<file path="config.mk">
export PLATFORM = sky130hd
export DESIGN_NAME = ptd_walker
export DESIGN_NICKNAME = d
export VERILOG_FILES = /design/src/logic/ptd_pkg.sv /design/src/logic/ptd_dec_if.sv /design/src/logic/ptd_desc_decode.sv /design/src/logic/ptd_walker.sv
export SDC_FILE = /design/constraint.sdc
export NUM_CORES = 1
export LEC_CHECK = 0
export BUFFER_PORTS_ARGS = -buffer_cell sky130_fd_sc_hd__buf_4
export CORE_UTILIZATION = 53
export CTS_CLUSTER_SIZE = 40
export DETAILED_ROUTE_END_ITERATION = 7
export MAX_ROUTING_LAYER = met4
export PLACE_DENSITY = 0.82
export SYNTH_ARGS = -nofsm -noshare
export SYNTH_HDL_FRONTEND = slang
export SYNTH_HIERARCHICAL = 1
export SYNTH_SLANG_ARGS = --single-unit
</file>
<file path="constraint.sdc">
create_clock -name SYS_CLK -period 2.9 [get_ports SYS_CLK]
set_input_delay 0.87 -clock SYS_CLK [delete_from_list [all_inputs] [get_ports SYS_CLK]]
set_output_delay 0.87 -clock SYS_CLK [all_outputs]
set_load 0.02 [all_outputs]
</file>
<file path="src/logic/ptd_pkg.sv">
// package: constants, types and register map of the descriptor walker
package ptd_pkg;
	// ****************************************
	// register map (byte addresses)
	// ****************************************
	localparam logic [7:0] OFS_CTRL = 8'h00;
	localparam logic [7:0] OFS_ROOT = 8'h04;
	localparam logic [7:0] OFS_VADDR = 8'h08;
	localparam logic [7:0] OFS_STATUS = 8'h0c;
	localparam logic [7:0] OFS_PHYS = 8'h10;
	localparam logic [7:0] OFS_ATTR = 8'h14;
	localparam logic [7:0] OFS_DESC1 = 8'h18;
	localparam logic [7:0] OFS_DESC2 = 8'h1c;
	localparam int ADDR_W = 8;
	// ****************************************
	// field positions
	// ****************************************
	localparam int CTRL_START_BIT = 0;
	localparam int ST_BUSY_BIT = 0;
	localparam int ST_DONE_BIT = 1;
	localparam int ST_SECT_FAULT_BIT = 2;
	localparam int ST_PAGE_FAULT_BIT = 3;
	localparam int ST_SIZE_LSB = 4;
	localparam int ROOT_LSB = 14;
	localparam int ATTR_CB_LSB = 4;
	localparam int ATTR_PERM_LSB = 8;
	localparam int ATTR_SINGLE_BIT = 16;
	localparam logic [1:0] DESC_INVALID = 2'b00;
	localparam logic [1:0] DESC_L1_COARSE = 2'b01;
	localparam logic [1:0] DESC_L1_SECTION = 2'b10;
	localparam logic [1:0] DESC_L1_FINE = 2'b11;
	localparam logic [1:0] DESC_L2_LARGE = 2'b01;
	localparam logic [1:0] DESC_L2_SMALL = 2'b10;
	localparam logic [1:0] DESC_L2_TINY = 2'b11;
	// ****************************************
	// reset values and bus answers
	// ****************************************
	localparam logic [31:0] RST_WORD = 32'h0000_0000;
	localparam logic [1:0] RESP_OKAY = 2'b00;
	localparam logic [1:0] RESP_SLVERR = 2'b10;
	// ****************************************
	// types
	// ****************************************
	typedef enum logic [1:0] {SZ_SECTION, SZ_LARGE, SZ_SMALL, SZ_TINY} ptd_size_t;
	typedef enum {ST_IDLE, ST_FETCH1, ST_FETCH2} ptd_state_t;
	typedef enum {K_SECT_FAULT, K_COARSE, K_SECTION, K_FINE, K_PAGE_FAULT, K_PAGE} ptd_kind_t;
endpackage : ptd_pkg

</file>
<file path="src/logic/ptd_dec_if.sv">
// interface: descriptor and its decoded fields between walker and decoder
`timescale 1ns/1ps
`default_nettype none
interface ptd_dec_if;
	import ptd_pkg::*;
	logic [31:0] desc;
	logic [31:0] modified_virtual_addr;
	logic second_level;
	logic fine_table;
	ptd_kind_t kind;
	ptd_size_t size;
	logic [31:0] next_addr;
	logic [31:0] phys_addr;
	logic [3:0] domain;
	logic [7:0] perms;
	logic perm_single;
	logic [1:0] cb;
	modport walker (output desc, modified_virtual_addr, second_level, fine_table,
		input kind, size, next_addr, phys_addr, domain, perms, perm_single, cb);
	modport decoder (input desc, modified_virtual_addr, second_level, fine_table,
		output kind, size, next_addr, phys_addr, domain, perms, perm_single, cb);
endinterface : ptd_dec_if
`default_nettype wire

</file>
<file path="src/logic/ptd_desc_decode.sv">
// module: combinational decode of first- and second-level descriptors
`timescale 1ns/1ps
`default_nettype none
module ptd_desc_decode (
	ptd_dec_if.decoder dec
);
	import ptd_pkg::*;
	always_comb
	begin
		dec.kind = K_SECT_FAULT;
		dec.size = SZ_SECTION;
		dec.next_addr = RST_WORD;
		dec.phys_addr = RST_WORD;
		dec.domain = dec.desc[8:5];
		dec.perms = {6'h00, dec.desc[11:10]};
		dec.perm_single = 1'b1;
		dec.cb = dec.desc[3:2];
		if (!dec.second_level)
		begin
			unique case (dec.desc[1:0])
				DESC_INVALID: dec.kind = K_SECT_FAULT;
				DESC_L1_SECTION:
				begin
					dec.kind = K_SECTION;
					dec.phys_addr = {dec.desc[31:20], dec.modified_virtual_addr[19:0]};
				end
				DESC_L1_COARSE:
				begin
					dec.kind = K_COARSE;
					dec.next_addr = {dec.desc[31:10], dec.modified_virtual_addr[19:12], 2'b00};
				end
				DESC_L1_FINE:
				begin
					dec.kind = K_FINE;
					dec.next_addr = {dec.desc[31:12], dec.modified_virtual_addr[19:10], 2'b00};
				end
			endcase
		end
		else
		begin
			dec.kind = K_PAGE;
			dec.perms = dec.desc[11:4];
			dec.perm_single = 1'b0;
			unique case (dec.desc[1:0])
				DESC_INVALID: dec.kind = K_PAGE_FAULT;
				DESC_L2_LARGE:
				begin
					dec.size = SZ_LARGE;
					dec.phys_addr = {dec.desc[31:16], dec.modified_virtual_addr[15:0]};
				end
				DESC_L2_SMALL:
				begin
					dec.size = SZ_SMALL;
					dec.phys_addr = {dec.desc[31:12], dec.modified_virtual_addr[11:0]};
				end
				DESC_L2_TINY:
				begin
					dec.size = SZ_TINY;
					dec.phys_addr = {dec.desc[31:10], dec.modified_virtual_addr[9:0]};
					dec.perms = {6'h00, dec.desc[5:4]};
					dec.perm_single = 1'b1;
				end
			endcase
		end
	end
endmodule : ptd_desc_decode
`default_nettype wire

</file>
<file path="src/logic/ptd_walker.sv">
// module: table walker with descriptor decode and an AXI4-Lite register slave
`timescale 1ns/1ps
`default_nettype none
module ptd_walker (
	input wire logic SYS_CLK,
	input wire logic RESET_N,
	input wire logic [ptd_pkg::ADDR_W-1:0] S_AXI_AWADDR,
	input wire logic S_AXI_AWVALID,
	output logic S_AXI_AWREADY,
	input wire logic [31:0] S_AXI_WDATA,
	input wire logic [3:0] S_AXI_WSTRB,
	input wire logic S_AXI_WVALID,
	output logic S_AXI_WREADY,
	output logic [1:0] S_AXI_BRESP,
	output logic S_AXI_BVALID,
	input wire logic S_AXI_BREADY,
	input wire logic [ptd_pkg::ADDR_W-1:0] S_AXI_ARADDR,
	input wire logic S_AXI_ARVALID,
	output logic S_AXI_ARREADY,
	output logic [31:0] S_AXI_RDATA,
	output logic [1:0] S_AXI_RRESP,
	output logic S_AXI_RVALID,
	input wire logic S_AXI_RREADY,
	output logic MEM_RD_REQ,
	output logic [31:0] MEM_RD_ADDR,
	input wire logic MEM_RD_ACK,
	input wire logic [31:0] MEM_RD_DATA,
	output logic WALK_DONE
);
	import ptd_pkg::*;

	// ****************************************
	// helpers
	// ****************************************
	function automatic logic [31:0] apply_strb(input logic [31:0] old, input logic [31:0] data,
		input logic [3:0] strb);
		logic [31:0] res;
		res = old;
		for (int i = 0; i < 4; i++)
		begin
			if (strb[i])
			begin
				res[i*8 +: 8] = data[i*8 +: 8];
			end
		end
		return res;
	endfunction : apply_strb

	function automatic logic is_mapped(input logic [ADDR_W-1:0] addr);
		return (addr[1:0] == 2'b00) && (addr <= OFS_DESC2);
	endfunction : is_mapped

	// ****************************************
	// state
	// ****************************************
	ptd_state_t state_r;
	ptd_size_t size_r;
	logic [31:0] root_r, vaddr_r, phys_r, desc1_r, desc2_r, w_data_r, rd_word;
	logic busy_r, done_r, sect_fault_r, page_fault_r, single_r, fine_r, aw_got_r, w_got_r;
	logic [3:0] domain_r, w_strb_r;
	logic [1:0] cb_r;
	logic [7:0] perms_r;
	logic [ADDR_W-1:0] aw_addr_r;
	logic wr_fire, start_req, done_clr, mem_take, finish;
	ptd_dec_if dec ();
	ptd_desc_decode u_decode (.dec(dec));

	assign dec.desc = MEM_RD_DATA;
	assign dec.modified_virtual_addr = vaddr_r;
	assign dec.second_level = (state_r == ST_FETCH2);
	assign dec.fine_table = fine_r;

	// ****************************************
	// register bus: write channels
	// ****************************************
	assign wr_fire = aw_got_r && w_got_r && !S_AXI_BVALID;
	assign start_req = wr_fire && (aw_addr_r == OFS_CTRL) && w_strb_r[0]
		&& w_data_r[CTRL_START_BIT];
	assign done_clr = wr_fire && (aw_addr_r == OFS_STATUS) && w_strb_r[0]
		&& w_data_r[ST_DONE_BIT];

	always_ff @(posedge SYS_CLK)
	begin
		if (!RESET_N)
		begin
			S_AXI_AWREADY <= 1'b1;
			S_AXI_WREADY <= 1'b1;
			aw_got_r <= 1'b0;
			w_got_r <= 1'b0;
			aw_addr_r <= '0;
			w_data_r <= RST_WORD;
			w_strb_r <= 4'h0;
			S_AXI_BVALID <= 1'b0;
			S_AXI_BRESP <= RESP_OKAY;
		end
		else
		begin
			if (S_AXI_AWVALID && S_AXI_AWREADY)
			begin
				aw_addr_r <= S_AXI_AWADDR;
				aw_got_r <= 1'b1;
				S_AXI_AWREADY <= 1'b0;
			end
			if (S_AXI_WVALID && S_AXI_WREADY)
			begin
				w_data_r <= S_AXI_WDATA;
				w_strb_r <= S_AXI_WSTRB;
				w_got_r <= 1'b1;
				S_AXI_WREADY <= 1'b0;
			end
			if (wr_fire)
			begin
				S_AXI_BVALID <= 1'b1;
				S_AXI_BRESP <= is_mapped(aw_addr_r) ? RESP_OKAY : RESP_SLVERR;
				aw_got_r <= 1'b0;
				w_got_r <= 1'b0;
			end
			if (S_AXI_BVALID && S_AXI_BREADY)
			begin
				S_AXI_BVALID <= 1'b0;
				S_AXI_AWREADY <= 1'b1;
				S_AXI_WREADY <= 1'b1;
			end
		end
	end

	// ****************************************
	// software-written registers
	// ****************************************
	always_ff @(posedge SYS_CLK)
	begin
		if (!RESET_N)
		begin
			root_r <= RST_WORD;
			vaddr_r <= RST_WORD;
		end
		else if (wr_fire)
		begin
			if (aw_addr_r == OFS_ROOT)
			begin
				root_r <= apply_strb(root_r, w_data_r, w_strb_r);
			end
			if (aw_addr_r == OFS_VADDR && !busy_r)
			begin
				vaddr_r <= apply_strb(vaddr_r, w_data_r, w_strb_r);
			end
		end
	end

	// ****************************************
	// register bus: read channel
	// ****************************************
	always_comb
	begin
		rd_word = RST_WORD;
		unique case (S_AXI_ARADDR)
			OFS_ROOT: rd_word = {root_r[31:ROOT_LSB], {ROOT_LSB{1'b0}}};
			OFS_VADDR: rd_word = vaddr_r;
			OFS_STATUS:
			begin
				rd_word[ST_BUSY_BIT] = busy_r;
				rd_word[ST_DONE_BIT] = done_r;
				rd_word[ST_SECT_FAULT_BIT] = sect_fault_r;
				rd_word[ST_PAGE_FAULT_BIT] = page_fault_r;
				rd_word[ST_SIZE_LSB +: 2] = size_r;
			end
			OFS_PHYS: rd_word = phys_r;
			OFS_ATTR:
			begin
				rd_word[3:0] = domain_r;
				rd_word[ATTR_CB_LSB +: 2] = cb_r;
				rd_word[ATTR_PERM_LSB +: 8] = perms_r;
				rd_word[ATTR_SINGLE_BIT] = single_r;
			end
			OFS_DESC1: rd_word = desc1_r;
			OFS_DESC2: rd_word = desc2_r;
			default: rd_word = RST_WORD;
		endcase
	end

	always_ff @(posedge SYS_CLK)
	begin
		if (!RESET_N)
		begin
			S_AXI_ARREADY <= 1'b1;
			S_AXI_RVALID <= 1'b0;
			S_AXI_RDATA <= RST_WORD;
			S_AXI_RRESP <= RESP_OKAY;
		end
		else if (S_AXI_ARVALID && S_AXI_ARREADY)
		begin
			S_AXI_ARREADY <= 1'b0;
			S_AXI_RVALID <= 1'b1;
			S_AXI_RDATA <= rd_word;
			S_AXI_RRESP <= is_mapped(S_AXI_ARADDR) ? RESP_OKAY : RESP_SLVERR;
		end
		else if (S_AXI_RVALID && S_AXI_RREADY)
		begin
			S_AXI_RVALID <= 1'b0;
			S_AXI_ARREADY <= 1'b1;
		end
	end

	// ****************************************
	// walk sequencer
	// ****************************************
	assign mem_take = MEM_RD_REQ && MEM_RD_ACK;
	assign finish = mem_take && ((state_r == ST_FETCH2)
		|| (dec.kind == K_SECTION) || (dec.kind == K_SECT_FAULT));

	always_ff @(posedge SYS_CLK)
	begin
		if (!RESET_N)
		begin
			state_r <= ST_IDLE;
			busy_r <= 1'b0;
			MEM_RD_REQ <= 1'b0;
			MEM_RD_ADDR <= RST_WORD;
			fine_r <= 1'b0;
		end
		else
		begin
			unique case (state_r)
				ST_IDLE:
				begin
					if (start_req)
					begin
						state_r <= ST_FETCH1;
						busy_r <= 1'b1;
						MEM_RD_REQ <= 1'b1;
						MEM_RD_ADDR <= {root_r[31:ROOT_LSB], vaddr_r[31:20], 2'b00};
					end
				end
				ST_FETCH1:
				begin
					if (mem_take)
					begin
						if (dec.kind == K_COARSE || dec.kind == K_FINE)
						begin
							state_r <= ST_FETCH2;
							MEM_RD_ADDR <= dec.next_addr;
							fine_r <= (dec.kind == K_FINE);
						end
						else
						begin
							state_r <= ST_IDLE;
							busy_r <= 1'b0;
							MEM_RD_REQ <= 1'b0;
						end
					end
				end
				ST_FETCH2:
				begin
					if (mem_take)
					begin
						state_r <= ST_IDLE;
						busy_r <= 1'b0;
						MEM_RD_REQ <= 1'b0;
					end
				end
			endcase
		end
	end

	// ****************************************
	// walk results
	// ****************************************
	always_ff @(posedge SYS_CLK)
	begin
		if (!RESET_N)
		begin
			sect_fault_r <= 1'b0;
			page_fault_r <= 1'b0;
			size_r <= SZ_SECTION;
			phys_r <= RST_WORD;
			domain_r <= 4'h0;
			cb_r <= 2'b00;
			perms_r <= 8'h00;
			single_r <= 1'b0;
			desc1_r <= RST_WORD;
			desc2_r <= RST_WORD;
		end
		else if (start_req && state_r == ST_IDLE)
		begin
			sect_fault_r <= 1'b0;
			page_fault_r <= 1'b0;
		end
		else if (mem_take && state_r == ST_FETCH1)
		begin
			desc1_r <= MEM_RD_DATA;
			desc2_r <= RST_WORD;
			sect_fault_r <= (dec.kind == K_SECT_FAULT);
			if (dec.kind != K_SECT_FAULT)
			begin
				domain_r <= dec.domain;
			end
			if (dec.kind == K_SECTION)
			begin
				size_r <= SZ_SECTION;
				phys_r <= dec.phys_addr;
				perms_r <= dec.perms;
				single_r <= dec.perm_single;
				cb_r <= dec.cb;
			end
		end
		else if (mem_take && state_r == ST_FETCH2)
		begin
			desc2_r <= MEM_RD_DATA;
			page_fault_r <= (dec.kind == K_PAGE_FAULT);
			if (dec.kind == K_PAGE)
			begin
				size_r <= dec.size;
				phys_r <= dec.phys_addr;
				perms_r <= dec.perms;
				single_r <= dec.perm_single;
				cb_r <= dec.cb;
			end
		end
	end

	// sticky done: a completion in the clearing cycle wins
	always_ff @(posedge SYS_CLK)
	begin
		if (!RESET_N)
		begin
			done_r <= 1'b0;
			WALK_DONE <= 1'b0;
		end
		else
		begin
			WALK_DONE <= finish;
			if (finish)
			begin
				done_r <= 1'b1;
			end
			else if (done_clr || start_req)
			begin
				done_r <= 1'b0;
			end
		end
	end
endmodule : ptd_walker
`default_nettype wire

</file>
==> results of run 1 <==
## flip-flops by register name (all words and copies together), names as in the netlist, 8 cells and up
signal / count
MEM_RD_ADDR: 32
S_AXI_RDATA: 32
aw_addr_r: 8
dec.modified_virtual_addr: 32
desc1_r: 32
desc2_r: 32
perms_r: 8
phys_r: 32
root_r: 18
w_data_r: 32
## per-layer routing
metal | GRT usage [%] | wire [um] | vias to the layer above
li1 | - | - | 5833
met1 | 41.7 | 17000 | 5946
met2 | 47.9 | 18400 | 697
met3 | 5.97 | 4300 | 114
met4 | 10.8 | 1130 | 0
met5 | - | 0 | -
## worst register-to-register path: stages, from the launching register on
cell and delay (ns):
dfxtp_1 0.36, inv_1 0.08, ha_1 0.24, and2_1 0.18, or2_2 0.28, or3b_2 0.46, mux2i_1 0.19, and3_2 0.26
buf_12 0.21, nand3_1 0.13, a21boi_0 0.23
## through the flow
stage | TNS [ns] | util [%] | worst slack, ns
2_1_floorplan | 0 | - | 0.0484
3_3_place_gp | 0 | 59.9 | 0.00710
3_5_place_dp | -0.568 | 59.9 | -0.0488
4_1_cts | 0 | 64.7 | 0.195
5_1_grt | 0 | 64.7 | 0.0263
6_report | 0 | 64.7 | 0.195
## path summary, 6_finish.rpt
kind	start	to	slack [ns]	depth (start not counted)
max	state_r[0]	perms_r[6]	0.19	10
min	S_AXI_RDATA[10]	S_AXI_RDATA[10]	0.45	2
max reg2reg	state_r[0]	perms_r[6]	0.19	10
min reg2reg	S_AXI_RDATA[10]	S_AXI_RDATA[10]	0.45	2
## power by group through the flow
stage	clock network, mW	logic, mW	registers, mW
2_1_floorplan	0	0.380	4.17
3_3_place_gp	0	0.641	4.16
3_5_place_dp	0	0.652	4.17
4_1_cts	4.68	0.656	4.08
5_1_grt	4.86	0.715	4.09
6_report	4.65	0.666	4.08
## area by class of cell
type / count / share of cell area [%]
multi-input combinational: 1181 / 44.2
sequential: 287 / 35.1
timing repair buffer: 213 / 10.5
clock buffer: 43 / 5.31
tap: 330 / 2.52
clock inverter: 15 / 2.08
inverter: 11 / 0.252
## timing repair
action                     4_1_cts  5_1_grt
hold endpoints to repair         0        0
resized for setup                0        1
setup endpoints to repair        0        1
==> impl_metrics.ini, run 1 <==
[finish]
final_cell_mix = 292 x nand2_1, 287 x dfxtp_1, 202 x buf_4
ff_latch_area_mm2 = 0.00575
final_common_cell = nand2_1
fin_cells = 2080
n_antenna_cell = 0
drive_gt1_share_pct = 18.7
num-fill-cells = 2050
design_area_mm2 = 0.0164
multiInputGateArea_mm2 = 0.00725
area_delta_synth_final_pct = 19.0
nNetsFinal = 1820

[route]
vias_per_cell = 6.05
drt_iter0_markers = 1437
drc = 0
routedWlPerCell_um = 19.7
ant_nets = 0
vias = 12600
dr.pass1.iters = 8
wirelength_um = 40900

[timing]
worst_pin_slew_ns = 0.612
final-hold-violation-count = 0
post-route-period-util_pct = 93.3
worst_hold_slack_ns = 0.454
fmax_ghz = 0.370
drv_slew = 0
rsz0062_at_grt = false
slew_headroom_pct = 59.2
post-route-min-period_ns = 2.71
skew_ns = 0.0123
setup_viol = 0

[die]
die-width_um = 163
dieArea_mm2 = 0.0266
initial_core_util_pct = 54.4
coreArea_mm2 = 0.0253
io_pins = 167
die_h_um = 163
num_rows = 58

[power]
pwr-share-clk_pct = 49.5
combinationalPowerShare_pct = 7.1
internal_power_mw = 7.28
p_sw_mw = 2.12
ir_drop_mv = 0.495
switching_share_pct = 22.5
seqPwrFrac_pct = 43.4
powerDensity_mw_per_mm2 = 573
power_leakage_nw = 6.23
finalPower_mw = 9.40

[setup_path]
critPathLaunchType = register
crit_chain = inv_1, ha_1, and2_1, or2_2, or3b_2, mux2i_1, and3_2, buf_12, nand3_1, a21boi_0
critPathSlowestCell = or3b_2
crit_required_ns = 3.38
cpLargestDelayFamily = simple AND/OR/NAND/NOR gates
cpPeakStageDelay_ns = 0.46
worstPathArrival_ns = 3.18
cp_max_fo = 34
crit_type = reg2reg
end_kind = register
worst-path-buf-inv = 2

[logic_synthesis]
synthCells = 1623
syn_avg_cell_area_um2 = 8.49
synth_area_mm2 = 0.0138
ys_warn_count = 6

[place]
dpl_cell_area_mm2 = 0.0152
routabilityCongestion = 0.913
hpwl_um = 27200
post-place-cells = 2022
io_buffers = 164

[global_routing]
globalRouteOverflowTotal = 0
antenna_found_initial = 0
grt_max_degree = 87
track_usage_pct = 31.5
grt_pass1_vias = 12000
grt_pass1_wl_um = 64600

[clock_network]
clk_path_buf_depth = 3
insertion_delay_ns = 0.57
postCtsHoldBufs = 0
cts_tree = yes
path_clk_slew_ns = 0.06
cts_sinks = 287
root_buffer = clkbuf_16
postCtsSetupRepairBufs = 0
htreeDepth = 1
cts_inserted_buffers = 31

[run_status]
outcome = complete, no violations

[flow_run]
cap_violations = 0

[hold_path]
worst_hold_path_type = reg2reg
No activity file was read; power rests on OpenSTA's default activity.
==> inputs of run 2 (changes only) <==
CORE_MARGIN = 2   (was not set)
CORE_UTILIZATION = 25   (was 53)
PLACE_DENSITY = 0.47   (was 0.82)
==> impl_metrics.ini, run 2 (synthesized netlist as in run 1, its figures left out) <==
[timing]
rsz0062_at_grt = false
drv_slew = 0
post-route-min-period_ns = 2.65
worst_hold_slack_ns = 0.458
skew_ns = 0.0184
tns_ns = 0
final-hold-violation-count = 0
slew_headroom_pct = 53.6
post-route-period-util_pct = 91.3
worst_pin_slew_ns = 0.696
worst_slack_ns = 0.253
fmax_ghz = 0.378
setup_viol = 0

[finish]
design_area_mm2 = 0.0168
area_delta_synth_final_pct = 22.3
n_antenna_cell = 0
final_cell_mix = 292 x nand2_1, 287 x dfxtp_1, 214 x buf_4
nNetsFinal = 1836
fin_cells = 2465
drive_gt1_share_pct = 19.1
utilization_pct = 30.8
final_common_cell = nand2_1

[route]
met3_length_um = 2810
wl_met2_um = 22100
vias = 12100
met1_length_um = 23200
routed.top_layer = met4
vias_per_cell = 4.91
routedWlPerCell_um = 19.9
ant_nets = 0
drt_iter0_markers = 896
dr.pass1.iters = 5
wirelength_um = 49000
drc = 0

[die]
initial_core_util_pct = 25.2
io_pins = 167
dieArea_mm2 = 0.0570
num_rows = 86
coreArea_mm2 = 0.0548
die_h_um = 239
die-width_um = 239

[setup_path]
end_kind = register
r2r_setup_slack_ns = 0.25
worstPathArrival_ns = 3.09
crit_type = reg2reg
critPathLaunchType = register
cp_max_fo = 34
crit_required_ns = 3.34

[run_status]
outcome = complete, no violations

[global_routing]
track_usage_pct = 17.5
globalRouteOverflowTotal = 0
grt_max_degree = 78
antenna_found_initial = 0
grt_pass1_wl_um = 74400
grt_pass1_vias = 11900

[place]
routabilityCongestion = 0.785
io_buffers = 164
place_ws_ns = -0.0470
hpwl_um = 34100
dpl_cell_area_mm2 = 0.0157
post-place-cells = 2408

[clock_network]
postCtsHoldBufs = 0
insertion_delay_ns = 0.53
clk_path_buf_depth = 3
cts_inserted_buffers = 35
cts_tree = yes
root_buffer = clkbuf_16
post_cts_resized = 0
postCtsSetupRepairBufs = 0
cts_sinks = 287
path_clk_slew_ns = 0.05
htreeDepth = 2

[flow_run]
cap_violations = 0

[power]
powerDensity_mw_per_mm2 = 539
power_leakage_nw = 6.24
finalPower_mw = 9.08
ir_drop_mv = 0.285

[hold_path]
worst_hold_path_type = reg2reg
==> run 2: cell types whose count changed in the layout (fill, tap and decap cells not counted), sizes merged <==
cell	previous run	this run
bufinv	10	1
clkbuf	43	52
inv	12	11
buf	213	225
clkinvlp	0	1
clkinv	4	3
==> run 2: metal layers <==
metal	GRT usage, %	vias to the layer above
li1	-	5867
met1	23.4	5858
met2	26.8	318
met3	3.61	55
met4	4.43	0
met5	-	-
==> run 2: final cells by class <==
type | instances | area (um^2)
clock buffers | 52 | 1050
clock inverters | 5 | 56.3
fillers | 5741 | 37900
inverters | 11 | 41.3
multi-input cells | 1181 | 7250
repair buffers | 225 | 1820
flip-flops and latches | 287 | 5750
well taps | 704 | 881
==> run 2: where the power goes <==
group / total [mW] / internal [mW] / leakage, nW / switching (mW)
clock network: 4.30 / 2.58 / 0.542 / 1.72
logic: 0.695 / 0.289 / 3.38 / 0.406
registers: 4.09 / 4.01 / 2.32 / 0.0727
==> run 2: worst max-delay path, cell delays in order, from the launching register on <==
cell	delay [ns]
dfxtp_1	0.36
inv_1	0.08
ha_1	0.24
and2_1	0.17
or2_2	0.28
or3b_2	0.46
mux2i_1	0.18
and3_1	0.25
buf_12	0.23
nand3_1	0.10
a21boi_0	0.21
==> run 2: path summary, 6_finish.rpt <==
kind	from	endpoint	depth (start not counted)
max	state_r[0]	phys_r[2]	10
min	S_AXI_RDATA[13]	S_AXI_RDATA[13]	2
min reg2reg	S_AXI_RDATA[13]	S_AXI_RDATA[13]	2
max reg2reg	state_r[0]	phys_r[2]	10
